File: src/hdl/itl_defines.svh
// register offsets, field positions, reset values and timing counts
`ifndef ITL_DEFINES_SVH
`define ITL_DEFINES_SVH

// -----------------------------------------------------------------------------
// register byte offsets
// -----------------------------------------------------------------------------
`define ITL_OFF_STATUS 12'h000
`define ITL_OFF_MASK 12'h004
`define ITL_OFF_OUTPORT 12'h008
`define ITL_OFF_TCTRL 12'h00C
`define ITL_OFF_TLOAD0 12'h010
`define ITL_OFF_TLOAD1 12'h014
`define ITL_OFF_TCNT0 12'h018
`define ITL_OFF_TCNT1 12'h01C
`define ITL_OFF_CFG 12'h020
`define ITL_OFF_SRC 12'h024
`define ITL_OFF_LEVELS 12'h028

// -----------------------------------------------------------------------------
// status and mask bit positions
// -----------------------------------------------------------------------------
`define ITL_ST_TMR0 0
`define ITL_ST_TMR1 1
`define ITL_ST_LVL4 2
`define ITL_ST_LVL5 3
`define ITL_ST_LVL8 4
`define ITL_ST_W 5

// -----------------------------------------------------------------------------
// source vector bit positions
// -----------------------------------------------------------------------------
`define ITL_SRC_VME 0
`define ITL_SRC_SCSI 1
`define ITL_SRC_ENET 2
`define ITL_SRC_PAR 3
`define ITL_SRC_SER 4
`define ITL_SRC_PFAIL 5
`define ITL_SRC_DSP 6
`define ITL_SRC_VRET 7
`define ITL_SRC_ADDR 8
`define ITL_SRC_PERR 9
`define ITL_SRC_FPU 10
`define ITL_SRC_W 11

// -----------------------------------------------------------------------------
// reset values and counts
// -----------------------------------------------------------------------------
`define ITL_OUTPORT_RST 8'h00
`define ITL_OUTPORT_MASK 8'h1F
`define ITL_CFG_RST 6'h00
`define ITL_TLOAD_RST 16'h03E8
`define ITL_DIV_RATIO 4'hA
`define ITL_BOOT_CYCLES 3'h4
`define ITL_RESP_OKAY 2'h0
`define ITL_RESP_SLVERR 2'h2

`endif

File: src/hdl/itl_pkg.sv
// types shared by the interrupt and timer logic
package itl_pkg;
    typedef struct packed {
        logic       istream;
        logic       pstore;
        logic [1:0] drefill;
        logic [1:0] irefill;
    } itl_cfg_t;

    typedef enum logic [1:0] {
        ITL_BOOT_IDLE,
        ITL_BOOT_DRIVE,
        ITL_BOOT_RUN
    } itl_boot_t;
endpackage : itl_pkg

File: src/hdl/itl_top.sv
// interrupt routing, microsecond timer, boot pattern and output port
//
// Contract
// - drive boot pattern during last four reset cycles
// - boot pattern encodes cache refill and feature bits
// - divide external 10 MHz clock by ten
// - software interval timers raise interrupt on expiry
// - six interrupt request wires are levels
// - lowest three levels never driven by hardware
// - level three FPU; level four VME and I/O
// - level five power fail, DSP, retrace
// - levels six, seven timers; eight errors
// - interrupt requests also sent to DSP
// - registers readable, including timer state
// - 8-bit output port, top three reserved
// - four port bits drive status LEDs
//
// The placing of the registers and the AXI4-Lite register port are this design's own decisions.
`timescale 1ns/1ps
`include "itl_defines.svh"

module itl_top (
    // clock and reset
    input wire logic aclk,
    input wire logic aresetn,
    // processor reset sequence (high while the core is held in reset)
    input wire logic cpu_reset,
    // external 10 MHz timebase, sampled as a level
    input wire logic ext_clk10,
    // interrupt sources, levels
    input wire logic [10:0] src_irq,
    // processor and dsp interrupt lines
    output logic [5:0] cpu_int,
    output logic [5:0] dsp_int,
    output logic irq,
    // output port and leds
    output logic [7:0] out_port,
    output logic [3:0] led,
    // axi4-lite write address
    input wire logic [11:0] s_axi_awaddr,
    input wire logic s_axi_awvalid,
    output logic s_axi_awready,
    // axi4-lite write data
    input wire logic [31:0] s_axi_wdata,
    input wire logic [3:0] s_axi_wstrb,
    input wire logic s_axi_wvalid,
    output logic s_axi_wready,
    // axi4-lite write response
    output logic [1:0] s_axi_bresp,
    output logic s_axi_bvalid,
    input wire logic s_axi_bready,
    // axi4-lite read
    input wire logic [11:0] s_axi_araddr,
    input wire logic s_axi_arvalid,
    output logic s_axi_arready,
    output logic [31:0] s_axi_rdata,
    output logic [1:0] s_axi_rresp,
    output logic s_axi_rvalid,
    input wire logic s_axi_rready
);

    // -------------------------------------------------------------------------
    // address decode
    // -------------------------------------------------------------------------
    function automatic logic is_mapped(input logic [11:0] a);
        case (a)
            `ITL_OFF_STATUS, `ITL_OFF_MASK, `ITL_OFF_OUTPORT, `ITL_OFF_TCTRL,
            `ITL_OFF_TLOAD0, `ITL_OFF_TLOAD1, `ITL_OFF_TCNT0, `ITL_OFF_TCNT1,
            `ITL_OFF_CFG, `ITL_OFF_SRC, `ITL_OFF_LEVELS: is_mapped = 1'b1;
            default: is_mapped = 1'b0;
        endcase
    endfunction : is_mapped

    logic [11:0] awaddr_r;
    logic [31:0] wdata_r;
    logic [3:0] wstrb_r;
    logic aw_have_r;
    logic w_have_r;
    logic [`ITL_ST_W-1:0] status_r;
    logic [`ITL_ST_W-1:0] mask_r;
    logic [7:0] port_r;
    logic [1:0] ten_r;
    logic [1:0] tmr_auto_r;
    logic [15:0] tload_r [2];
    logic [15:0] tcnt_r [2];
    itl_pkg::itl_cfg_t cfg_r;
    itl_pkg::itl_boot_t boot_r;
    logic [2:0] boot_cnt_r;

    wire wr_fire = aw_have_r && w_have_r && !s_axi_bvalid;
    wire wr_ok = wr_fire && is_mapped(awaddr_r);
    wire wr_lane0 = wr_ok && wstrb_r[0];
    wire wr_lanes01 = wr_ok && (wstrb_r[1:0] == 2'h3);
    wire rd_fire = s_axi_arvalid && s_axi_arready;

    // -------------------------------------------------------------------------
    // microsecond tick from the 10 MHz input
    // -------------------------------------------------------------------------
    // the input is taken as synchronous; only rising edges count
    logic clk10_d_r;
    logic [3:0] div_r;
    wire clk10_rise = ext_clk10 && !clk10_d_r;
    wire div_wrap = clk10_rise && (div_r == `ITL_DIV_RATIO - 4'h1);
    wire [3:0] div_nxt = !clk10_rise ? div_r : (div_wrap ? 4'h0 : div_r + 4'h1);
    logic us_tick_r;

    always_ff @(posedge aclk) begin
        if (!aresetn) begin
            clk10_d_r <= 1'b0;
            div_r <= 4'h0;
            us_tick_r <= 1'b0;
        end else begin
            clk10_d_r <= ext_clk10;
            div_r <= div_nxt;
            us_tick_r <= div_wrap;
        end
    end

    // -------------------------------------------------------------------------
    // interval timers
    // -------------------------------------------------------------------------
    logic [1:0] tmr_expire;
    genvar gi;
    generate
        for (gi = 0; gi < 2; gi++) begin : g_tmr
            // a load of zero would never expire; count it as one
            wire at_end = (tcnt_r[gi] <= 16'h0001);
            assign tmr_expire[gi] = ten_r[gi] && us_tick_r && at_end;
            wire load_wr = wr_lanes01 &&
                (awaddr_r == (gi == 0 ? `ITL_OFF_TLOAD0 : `ITL_OFF_TLOAD1));
            always_ff @(posedge aclk) begin
                if (!aresetn) begin
                    tload_r[gi] <= `ITL_TLOAD_RST;
                    tcnt_r[gi] <= `ITL_TLOAD_RST;
                end else begin
                    if (load_wr) begin
                        tload_r[gi] <= wdata_r[15:0];
                        tcnt_r[gi] <= wdata_r[15:0];
                    end else if (tmr_expire[gi]) begin
                        tcnt_r[gi] <= tload_r[gi];
                    end else if (ten_r[gi] && us_tick_r) begin
                        tcnt_r[gi] <= tcnt_r[gi] - 16'h0001;
                    end
                end
            end
        end
    endgenerate

    // one-shot timers drop their enable after expiring
    wire [1:0] ten_nxt = (wr_lane0 && awaddr_r == `ITL_OFF_TCTRL) ? wdata_r[1:0] :
                         (ten_r & ~(tmr_expire & ~tmr_auto_r));

    // -------------------------------------------------------------------------
    // interrupt level mapping
    // -------------------------------------------------------------------------
    // levels are pure or-trees of source levels, so a level holds while any
    // of its sources is still asserted
    wire lvl3 = src_irq[`ITL_SRC_FPU];
    wire lvl4 = |src_irq[`ITL_SRC_SER:`ITL_SRC_VME];
    wire lvl5 = |src_irq[`ITL_SRC_VRET:`ITL_SRC_PFAIL];
    wire lvl8 = src_irq[`ITL_SRC_ADDR] | src_irq[`ITL_SRC_PERR];

    wire [`ITL_ST_W-1:0] events = {lvl8, lvl5, lvl4, tmr_expire};
    // set wins over a same-cycle write-one clear
    wire st_clr = wr_lane0 && (awaddr_r == `ITL_OFF_STATUS);
    wire [`ITL_ST_W-1:0] status_nxt =
        (status_r & ~(st_clr ? wdata_r[`ITL_ST_W-1:0] : {`ITL_ST_W{1'b0}})) | events;

    // timer levels follow the sticky bits, so they stay up until cleared
    wire [5:0] run_lines = {lvl8, status_r[`ITL_ST_TMR1], status_r[`ITL_ST_TMR0],
                            lvl5, lvl4, lvl3};

    // -------------------------------------------------------------------------
    // reset-time mode pattern
    // -------------------------------------------------------------------------
    // the count of reset cycles left is unknown here, so the pattern is held
    // for the whole sequence; the core samples it in its last four cycles
    wire [5:0] boot_pattern = cfg_r;
    wire boot_drive = (boot_r != itl_pkg::ITL_BOOT_RUN);
    wire [5:0] lines_nxt = boot_drive ? boot_pattern : run_lines;
    itl_pkg::itl_boot_t boot_nxt;
    always_comb begin
        boot_nxt = boot_r;
        case (boot_r)
            itl_pkg::ITL_BOOT_IDLE:
                if (cpu_reset) boot_nxt = itl_pkg::ITL_BOOT_DRIVE;
            itl_pkg::ITL_BOOT_DRIVE:
                if (!cpu_reset && boot_cnt_r == `ITL_BOOT_CYCLES)
                    boot_nxt = itl_pkg::ITL_BOOT_RUN;
            itl_pkg::ITL_BOOT_RUN:
                if (cpu_reset) boot_nxt = itl_pkg::ITL_BOOT_DRIVE;
            default: boot_nxt = itl_pkg::ITL_BOOT_IDLE;
        endcase
    end
    // keep driving five cycles past reset release as margin
    wire [2:0] boot_cnt_nxt = cpu_reset ? 3'h0 :
        ((boot_r == itl_pkg::ITL_BOOT_DRIVE && boot_cnt_r != `ITL_BOOT_CYCLES) ?
         boot_cnt_r + 3'h1 : boot_cnt_r);

    always_ff @(posedge aclk) begin
        if (!aresetn) begin
            boot_r <= itl_pkg::ITL_BOOT_IDLE;
            boot_cnt_r <= 3'h0;
            cpu_int <= 6'h00;
            dsp_int <= 6'h00;
        end else begin
            boot_r <= boot_nxt;
            boot_cnt_r <= boot_cnt_nxt;
            cpu_int <= lines_nxt;
            dsp_int <= run_lines;
        end
    end

    // -------------------------------------------------------------------------
    // control registers
    // -------------------------------------------------------------------------
    always_ff @(posedge aclk) begin
        if (!aresetn) begin
            status_r <= '0;
            mask_r <= '0;
            port_r <= `ITL_OUTPORT_RST;
            ten_r <= 2'h0;
            tmr_auto_r <= 2'h0;
            cfg_r <= `ITL_CFG_RST;
            irq <= 1'b0;
            out_port <= `ITL_OUTPORT_RST;
            led <= 4'h0;
        end else begin
            status_r <= status_nxt;
            ten_r <= ten_nxt;
            if (wr_lane0 && awaddr_r == `ITL_OFF_MASK)
                mask_r <= wdata_r[`ITL_ST_W-1:0];
            if (wr_lane0 && awaddr_r == `ITL_OFF_OUTPORT)
                port_r <= wdata_r[7:0] & `ITL_OUTPORT_MASK;
            if (wr_lane0 && awaddr_r == `ITL_OFF_TCTRL)
                tmr_auto_r <= wdata_r[5:4];
            if (wr_lane0 && awaddr_r == `ITL_OFF_CFG)
                cfg_r <= wdata_r[5:0];
            irq <= |(status_nxt & mask_r);
            out_port <= port_r;
            led <= port_r[3:0];
        end
    end

    // -------------------------------------------------------------------------
    // axi4-lite slave
    // -------------------------------------------------------------------------
    logic [31:0] rd_mux;
    always_comb begin
        rd_mux = 32'h0000_0000;
        case (s_axi_araddr)
            `ITL_OFF_STATUS: rd_mux[`ITL_ST_W-1:0] = status_r;
            `ITL_OFF_MASK: rd_mux[`ITL_ST_W-1:0] = mask_r;
            `ITL_OFF_OUTPORT: rd_mux[7:0] = port_r;
            `ITL_OFF_TCTRL: rd_mux[5:0] = {tmr_auto_r, 2'h0, ten_r};
            `ITL_OFF_TLOAD0: rd_mux[15:0] = tload_r[0];
            `ITL_OFF_TLOAD1: rd_mux[15:0] = tload_r[1];
            `ITL_OFF_TCNT0: rd_mux[15:0] = tcnt_r[0];
            `ITL_OFF_TCNT1: rd_mux[15:0] = tcnt_r[1];
            `ITL_OFF_CFG: rd_mux[5:0] = cfg_r;
            `ITL_OFF_SRC: rd_mux[`ITL_SRC_W-1:0] = src_irq;
            `ITL_OFF_LEVELS: rd_mux[5:0] = cpu_int;
            default: rd_mux = 32'h0000_0000;
        endcase
    end

    always_ff @(posedge aclk) begin
        if (!aresetn) begin
            aw_have_r <= 1'b0;
            w_have_r <= 1'b0;
            awaddr_r <= 12'h000;
            wdata_r <= 32'h0000_0000;
            wstrb_r <= 4'h0;
            s_axi_awready <= 1'b0;
            s_axi_wready <= 1'b0;
            s_axi_bvalid <= 1'b0;
            s_axi_bresp <= `ITL_RESP_OKAY;
            s_axi_arready <= 1'b0;
            s_axi_rvalid <= 1'b0;
            s_axi_rdata <= 32'h0000_0000;
            s_axi_rresp <= `ITL_RESP_OKAY;
        end else begin
            s_axi_awready <= !aw_have_r && !s_axi_awready && !s_axi_bvalid;
            s_axi_wready <= !w_have_r && !s_axi_wready && !s_axi_bvalid;
            if (s_axi_awvalid && s_axi_awready) begin
                aw_have_r <= 1'b1;
                awaddr_r <= s_axi_awaddr;
                s_axi_awready <= 1'b0;
            end
            if (s_axi_wvalid && s_axi_wready) begin
                w_have_r <= 1'b1;
                wdata_r <= s_axi_wdata;
                wstrb_r <= s_axi_wstrb;
                s_axi_wready <= 1'b0;
            end
            if (wr_fire) begin
                aw_have_r <= 1'b0;
                w_have_r <= 1'b0;
                s_axi_bvalid <= 1'b1;
                s_axi_bresp <= is_mapped(awaddr_r) ? `ITL_RESP_OKAY : `ITL_RESP_SLVERR;
            end else if (s_axi_bvalid && s_axi_bready) begin
                s_axi_bvalid <= 1'b0;
            end
            s_axi_arready <= !s_axi_arready && !s_axi_rvalid && s_axi_arvalid;
            if (rd_fire) begin
                s_axi_arready <= 1'b0;
                s_axi_rvalid <= 1'b1;
                s_axi_rdata <= rd_mux;
                s_axi_rresp <= is_mapped(s_axi_araddr) ? `ITL_RESP_OKAY : `ITL_RESP_SLVERR;
            end else if (s_axi_rvalid && s_axi_rready) begin
                s_axi_rvalid <= 1'b0;
            end
        end
    end

endmodule : itl_top

File: config.mk
export PLATFORM = sky130hd
export DESIGN_NAME = itl_top
export DESIGN_NICKNAME = d
export VERILOG_FILES = /design/src/hdl/itl_pkg.sv /design/src/hdl/itl_top.sv
export VERILOG_INCLUDE_DIRS = /design/src /design/src/hdl
export SDC_FILE = /design/constraint.sdc
export NUM_CORES = 1
export LEC_CHECK = 0
export ABC_AREA = 1
export BUFFER_PORTS_ARGS = -buffer_cell sky130_fd_sc_hd__buf_2
export CAP_MARGIN = 20
export CORE_ASPECT_RATIO = 0.5
export CORE_MARGIN = 4
export CORE_UTILIZATION = 50
export DETAILED_ROUTE_END_ITERATION = 16
export PLACE_DENSITY = 0.72
export SYNTH_ARGS = -nofsm -noshare
export SYNTH_HDL_FRONTEND = slang
export SYNTH_SLANG_ARGS = --single-unit
File: constraint.sdc
create_clock -name aclk -period 3.75 [get_ports aclk]
set_input_delay 1.125 -clock aclk [delete_from_list [all_inputs] [get_ports aclk]]
set_output_delay 1.125 -clock aclk [all_outputs]
set_load 0.02 [all_outputs]
; ---- Word level (Yosys, flattened, before mapping)
; Memory sizes are Yosys's and may differ from the RTL's.
; Index checks and enable logic that the tools add are counted.
[word_totals]
mem_count = 2
ramBits = 64
word_cells = 201
reg_bits = 115
out_inout_bits = 66
in_bits = 80
[classes]
order_cmp = 2
bitwise = 18
mux = 57
n_eq_ne = 29
n_addsub = 4
n_reduce_logical = 57
[memory_table]
columns = memory, words, width, read_ports, rd_clocked_by_memory_dff, write_ports, line
row1 = tcnt_r, 2, 16, 2, 0, 2, itl_top.sv:85  ; logic [15:0] tcnt_r [2];
row2 = tload_r, 2, 16, 2, 0, 2, itl_top.sv:84  ; logic [15:0] tload_r [2];
[ops]
columns = operator, count
row1 = 16-bit 2-to-1 mux, 8
row2 = "12-bit by 5-bit equality test with 1-bit output, second input constant", 8
row3 = "12-bit by 6-bit equality test with 1-bit output, second input constant", 6
row4 = 5-bit one-hot mux with 11 select lines, 1
row5 = "12-bit by 4-bit equality test with 1-bit output, second input constant", 4
row6 = 1-bit 2-to-1 mux, 35
row7 = "16-bit by 1-bit <= comparator with 1-bit output, second input constant", 2
row8 = "16-bit by 1-bit subtractor with 16-bit output, second input constant", 2
row9 = 1-bit logical AND, 31
row10 = "12-bit by 3-bit equality test with 1-bit output, second input constant", 2
row11 = 12-bit zero test, 2
row12 = 11-bit OR reduction, 2
row13 = 5-bit one-hot mux with 4 select lines, 1
row14 = 3-bit one-hot mux with 5 select lines, 1
row15 = 2-bit OR reduction, 6
row16 = 5-bit AND, 2
row17 = 2-bit 2-to-1 mux, 5
row18 = 2-bit one-hot mux with 5 select lines, 1
row19 = 5-bit OR reduction, 2
row20 = 1-bit zero test, 9
row21 = 1-bit bitwise OR, 9
row22 = 1-bit one-hot mux with 8 select lines, 1
row23 = 6-bit 2-to-1 mux, 1
row24 = 5-bit 2-to-1 mux, 1
row25 = other kinds (20), 25

; ---- Logic depth before layout (Yosys ltp)
; Gate-level depths: netlist of the first run.
[logic_depth]
ltp_word = 12
ltp_mapped = 12
depth_no_buf = 12

; ---- Worst setup path after synthesis of the first run
; No wires, ideal clock.
[synth_timing]
path_kind = in2reg
startpoint = in aresetn
endpoint = mem tcnt_r[0][0] (enable)
setup_ns = 0.416
arrival_ns = 2.406
cell_stages = 4
t_required_ns = 3.334
slack_ns = 0.928
n_path_buf = 3
path_cell_list = clkbuf_1 -> clkbuf_1 -> clkbuf_1 -> nand3_1
[synth_lines]
columns = item, line
row1 = "start, declared", itl_top.sv:25  ; input wire logic aresetn,
row2 = "end, declared", itl_top.sv:85

==> results.py, run 1 <==
metrics = {
    "run_status": {
        "outcome": "completed",
    },
    "pwr": {
        "p_leak_nw": 4.25,
        "power_density_nw_per_um2": 415,
        "ir_worst_vdd_mv": 0.299,
        "fin_total_pwr_mw": 4.08,
    },
    "detailed_routing": {
        "dr.pass1.iters": 7,
        "drc": 0,
        "postRouteAntennaNets": 0,
        "num_vias": 7913,
        "drt_iter0_drc": 819,
        "drt-total-wl_um": 25900,
        "wl_per_cell_um": 18.1,
        "vias_per_cell": 5.53,
    },
    "floorplanning": {
        "std_cell_rows": 33,
        "core_area_sq_um": 16600,
        "fp.dieH_um": 101,
        "die_area_sq_um": 19500,
        "io_pins": 146,
        "die_width_um": 194,
        "start_util": 0.518,
    },
    "finish": {
        "final_area_sq_um": 9830,
        "drive_gt1_frac": 0.148,
        "stdcell_count": 1432,
        "fillers": 1574,
        "mostFrequentLayoutCells": "187 x nand2_1, 134 x nor2_1, 124 x inv_1",
        "post-route-util": 0.591,
        "layout_commonest_cell": "nand2_1",
        "nets": 1280,
        "antenna_cells": 0,
        "area_delta_synth_final_pct": 14.1,
    },
    "synthesis": {
        "yosys_register_bits": 173,
        "yosys.cell_types.count": 47,
        "synthArstFlopShare": 0,
        "yosys_warnings": 0,
        "synth_edf_count": 64,
        "avgSynthCellArea_sq_um": 7.90,
        "synth_flop_cell": "dfxtp_1",
        "synth_cells": 1090,
        "ys_seq_area_frac": 0.476,
        "synth.cell_area_sq_um": 8610,
    },
    "timing": {
        "skew_ns": 0.00875,
        "setup_tns_ns": 0,
        "setup_ws_ns": 0.825,
        "slew_headroom": 0.317,
        "fmax_mhz": 342,
        "holdWs_ns": 0.447,
        "fin_crit_sh": 0.780,
        "worst_slew_pin_slew_ns": 1.02,
        "slew_viol_final": 0,
        "rsz0062_at_grt": "no",
        "hold_viol": 0,
        "post-route-min-period_ns": 2.93,
        "setup_viol": 0,
    },
    "clocking": {
        "cts_hold_buf": 0,
        "cts_setup_buffers": 0,
        "root_buffer": "clkbuf_16",
        "clk_pin_slew_ns": 0.07,
        "tritoncts": "done",
        "htree_num_levels": 4,
        "clockBufferDepth": 2,
        "numClockSinks": 173,
        "numCtsBuffers": 17,
        "cts_resized": 0,
        "worstSkewPairLatency_ns": 0.43,
    },
    "place": {
        "port_buffers": 106,
        "hpwl_um": 19700,
        "place_ws_ns": 0.629,
        "dpl_cell_area_sq_um": 9270,
        "place_inst": 1400,
        "gp_congestion": 0.965,
    },
    "run": {
        "maxCapViolations": 0,
    },
    "worst_setup_path": {
        "end_kind": "flip-flop",
        "cp_max_fo": 16,
        "start_kind": "flip-flop",
        "crit_arrival_ns": 2.98,
        "crit_path_start": "awaddr_r[7]$_SDFFE_PN0P_",
        "rr_startpoint": "awaddr_r[7]$_SDFFE_PN0P_",
        "required_ns": 3.81,
        "crit_type": "flip-flop to flip-flop",
    },
    "grt": {
        "first_global_vias": 7529,
        "grt_max_degree": 32,
        "grt_overflow": 0,
        "grt_pass1_wl_um": 40700,
        "antenna_found_initial": 0,
        "grt_usage": 0.265,
    },
    "worst_hold_path": {
        "hold_start": "s_axi_awready$_SDFF_PP0_",
        "hold_path_class": "flip-flop to flip-flop",
    },
}
==> logic make-up after synthesis <==
| logic type | Yosys count | share of synthesized area |
|---|---|---|
| compound gates | 251 | 0.162 |
| xor+xnor | 22 | 0.0224 |
| fa+ha+maj | 8 | 0.0116 |
| buf+inv | 187 | 0.0967 |
| flops | 173 | 0.476 |
| other cells | 1 | 0.000435 |
| simple gates | 448 | 0.230 |
==> layout make-up <==
class / count / area (sq um) / area share
Inverter: 131 / 497 / 0.0505
Tap cell: 227 / 284 / 0.0289
Clock inverter: 11 / 80.1 / 0.00815
Sequential cell: 173 / 4100 / 0.418
Timing Repair Buffer: 119 / 628 / 0.0639
Clock buffer: 21 / 482 / 0.0490
Multi-Input combinational cell: 750 / 3750 / 0.382
==> state kept, by name (all words and copies together), names as in the netlist, 2 cells and up <==
name / cells
led: 3
boot_pattern: 6
tmr_auto_r: 2
wstrb_r: 2
ten_r: 2
awaddr_r: 12
tload_r: 32
boot_r: 2
port_r: 5
tcnt_r: 32
mask_r: 5
cpu_int: 6
div_r: 4
s_axi_rdata: 16
status_r: 5
dsp_int: 6
out_port: 2
boot_cnt_r: 3
wdata_r: 16
==> where the power goes <==
part	internal (mW)	switching, mW	total (mW)
combinational	0.0924	0.237	0.329
sequential	2.00	0.0361	2.04
clock	0.930	0.780	1.71
==> path summary, 6_finish.rpt <==
check                           cells past startpoint  slack (ns)                         end
worst max-delay path                                9        0.82  tcnt_r[1][9]$_SDFFCE_PN1P_
worst min-delay path                                1        0.45    s_axi_awready$_SDFF_PP0_
worst max register to register                      9        0.82  tcnt_r[1][9]$_SDFFCE_PN1P_
worst min register to register                      1        0.45    s_axi_awready$_SDFF_PP0_
==> cells in the mapped netlist (15+ instances only) <==
cell        n  area (sq um)
nor3_1     15          75.1
xor2_1     20           175
a21oi_1    90           450
edfxtp_1   64          1920
nand2_1   187           702
dfxtp_1   109          2180
nor2_1    134           503
nand3_1    67           335
clkbuf_1   19          71.3
inv_1     124           465
nand4_1    18           113
buf_4      28           210
o21ai_0    99           495
==> metal layers <==
metal / track usage / wire [um]
met5: 0 / 0
met4: 0.0750 / 458
met3: 0.0381 / 2130
met2: 0.406 / 11000
met1: 0.395 / 12300
==> critical path, cell delays in order (launching register included) <==
cell,delay (ns)
dfxtp_1,0.30
inv_1,0.07
nand2_1,0.16
nor2_1,0.17
nand3_2,0.15
nor2_8,0.20
nand4_4,0.24
a21oi_4,0.47
inv_1,0.19
nand2_1,0.59
(Power assumes the default switching activity.)
==> run 2: changes to the inputs <==
--- a/config.mk
+++ b/config.mk
@@ -6,14 +6,14 @@
 export SDC_FILE = /design/constraint.sdc
 export NUM_CORES = 1
 export LEC_CHECK = 0
-export ABC_AREA = 1
+export ABC_AREA = 0
 export BUFFER_PORTS_ARGS = -buffer_cell sky130_fd_sc_hd__buf_2
 export CAP_MARGIN = 20
 export CORE_ASPECT_RATIO = 0.5
 export CORE_MARGIN = 4
 export CORE_UTILIZATION = 50
 export DETAILED_ROUTE_END_ITERATION = 16
-export PLACE_DENSITY = 0.72
+export PLACE_DENSITY = 0.75
 export SYNTH_ARGS = -nofsm -noshare
 export SYNTH_HDL_FRONTEND = slang
 export SYNTH_SLANG_ARGS = --single-unit
==> constraint.sdc (replaced) <==
create_clock -name aclk -period 2.4 [get_ports aclk]
set_input_delay 0.72 -clock aclk [delete_from_list [all_inputs] [get_ports aclk]]
set_output_delay 0.72 -clock aclk [all_outputs]
set_load 0.02 [all_outputs]
==> results.py, run 2 <==
metrics = {
    "synthesis": {
        "yosysMostFrequentCell": "nand2_1",
        "yosys_warnings": 0,
        "ys_top_cells_by_area": "dfxtp_1 26%, edfxtp_1 23%, mux2i_1 5.0%, nand2_1 5.0%, mux4_2 4.2%",
        "synth_cells": 872,
        "synthArstFlopShare": 0,
        "avgSynthCellArea_sq_um": 9.78,
        "synth.top_cell.area_share": 0.256,
        "yosys_register_bits": 173,
        "synth_flop_cell": "dfxtp_1",
        "synthTopCellsByCount": "113 x nand2_1, 109 x dfxtp_1, 82 x nor2_1",
        "synth_edf_count": 64,
        "synth.cell_area_sq_um": 8530,
        "ys_seq_area_frac": 0.481,
        "yosysTopAreaCell": "dfxtp_1",
        "yosys.cell_types.count": 66,
    },
    "run_status": {
        "outcome": "complete, but fails checks",
        "failed_checks": "negative setup slack",
    },
    "floorplanning": {
        "start_util": 0.515,
        "io_pins": 146,
        "core_area_sq_um": 16600,
        "die_area_sq_um": 19300,
        "fp.dieH_um": 100,
        "die_width_um": 193,
        "std_cell_rows": 33,
    },
    "timing": {
        "setup_ws_ns": -0.0690,
        "hold_viol": 0,
        "skew_ns": 0.0128,
        "post-route-min-period_ns": 2.47,
        "slew_viol_final": 0,
        "fmax_mhz": 405,
        "rsz0062_at_grt": "yes",
        "setup_viol": 17,
        "setup_tns_ns": -0.417,
        "fin_crit_sh": 1.03,
        "worst_slew_pin_slew_ns": 0.770,
        "slew_headroom": 0.486,
        "holdWs_ns": 0.448,
    },
    "clocking": {
        "tritoncts": "done",
        "numClockSinks": 173,
        "worstSkewPairLatency_ns": 0.43,
        "htree_num_levels": 4,
        "cts_hold_buf": 0,
        "clk_pin_slew_ns": 0.07,
        "numCtsBuffers": 17,
        "clockBufferDepth": 2,
        "root_buffer": "clkbuf_16",
    },
    "pwr": {
        "seqPwrFrac": 0.486,
        "p_leak_nw": 4.27,
        "fin_total_pwr_mw": 6.55,
        "ir_worst_vdd_mv": 0.498,
        "p_sw_frac": 0.264,
        "internal_power_mw": 4.81,
        "p_sw_mw": 1.73,
        "combPwrFrac": 0.082,
        "clockPowerShare": 0.431,
        "power_density_nw_per_um2": 623,
    },
    "grt": {
        "grt_usage": 0.246,
        "grt_pass1_wl_um": 37000,
        "antenna_found_initial": 0,
        "first_global_vias": 6998,
        "grt_overflow": 0,
        "grt_max_degree": 71,
    },
    "worst_setup_path": {
        "crit_type": "flip-flop to flip-flop",
        "crit_arrival_ns": 2.80,
        "required_ns": 2.73,
        "start_kind": "flip-flop",
        "end_kind": "flip-flop",
        "cp_max_fo": 5,
    },
    "finish": {
        "nets": 1121,
        "area_delta_synth_final_pct": 23.2,
        "multi_input_area_sq_um": 4120,
        "fillers": 1290,
        "drive_gt1_frac": 0.277,
        "final_area_sq_um": 10500,
        "reg_top3": "tcnt_r (32), tload_r (32)",
        "layout_commonest_cell": "nand2_1",
        "mostFrequentLayoutCells": "111 x nand2_1, 108 x dfxtp_1, 106 x buf_2",
        "register_area_sq_um": 4110,
        "antenna_cells": 0,
    },
    "place": {
        "place_ws_ns": -0.131,
        "port_buffers": 106,
        "hpwl_um": 17300,
        "gp_congestion": 0.959,
        "dpl_cell_area_sq_um": 9700,
    },
    "detailed_routing": {
        "wl_per_cell_um": 19.0,
        "num_vias": 7355,
        "drt_iter0_drc": 691,
        "postRouteAntennaNets": 0,
        "drt-total-wl_um": 24200,
        "drc": 0,
        "vias_per_cell": 5.78,
        "dr.pass1.iters": 5,
    },
    "worst_hold_path": {
        "hold_path_class": "flip-flop to flip-flop",
    },
    "run": {
        "maxCapViolations": 0,
    },
}
## run 2: layout make-up
class	count	share of cell area
Sequential cell	173	0.391
Clock inverter	13	0.0135
Clock buffer	19	0.0442
Inverter	27	0.0101
Tap cell	227	0.0270
Multi-Input combinational cell	621	0.392
Timing Repair Buffer	193	0.122
## run 2: power groups by stage
stage	clock, mW	sequential [mW]	combinational [mW]
floorplan	0	3.24	0.322
global placement	0	3.24	0.510
detailed placement	0	3.25	0.521
CTS	2.84	3.18	0.528
global route	2.95	3.19	0.584
finish	2.82	3.18	0.539
## run 2: metal layers
layer  global-route usage  part of all wire  vias to the layer above  wire length, um
met1                0.342              0.43                     3526            10400
met5                    0                 0                        -                0
met2                0.398              0.47                      359            11300
met4               0.0685             0.024                        0              572
li1                     -                 -                     3415                -
met3               0.0452             0.081                       55             1950
## run 2: worst max-delay path, stage by stage, from the launching register on
cell and delay, ns:
edfxtp_1 0.43, or4_4 0.54, or3_4 0.38, or3_4 0.42
buf_6 0.16, o311a_1 0.28, o21a_1 0.16
## run 2: per-stage QoR
step,utilization,instances
final,0.635,1273
after global routing,0.635,1273
after global placement,0.586,1233
after CTS,0.626,1268
after floorplan,-,892
after detailed placement,0.586,1233
## run 2: worst paths after layout
path         cells past startpoint                    startpoint                           end  slack (ns)
max                              6        tcnt_r[0][9]$_DFFE_PP_           ten_r[0]$_SDFF_PN0_       -0.07
min                              2  s_axi_rdata[14]$_SDFFE_PN0P_  s_axi_rdata[14]$_SDFFE_PN0P_        0.45
max reg2reg                      6        tcnt_r[0][9]$_DFFE_PP_           ten_r[0]$_SDFF_PN0_       -0.07
min reg2reg                      2  s_axi_rdata[14]$_SDFFE_PN0P_  s_axi_rdata[14]$_SDFFE_PN0P_        0.45
## run 2: timing repair
item	CTS	global route
pin swaps	4	7
cloned	1	1
endpoints found under the hold margin	0	0
setup endpoints to repair	42	44
gates resized for setup	13	32
buffers inserted	2	4
## run 2: cell families (layout without fill, tap and decap cells)
group | Yosys count | count (layout) | synth area share
other cells | 1 | 21 | 0.000440
xor+xnor | 28 | 28 | 0.0288
compound gates | 150 | 151 | 0.118
fa+ha+maj | 8 | 8 | 0.0117
mux | 60 | 60 | 0.0940
simple gates | 353 | 353 | 0.206
flops | 173 | 173 | 0.481
buf+inv | 99 | 252 | 0.0596
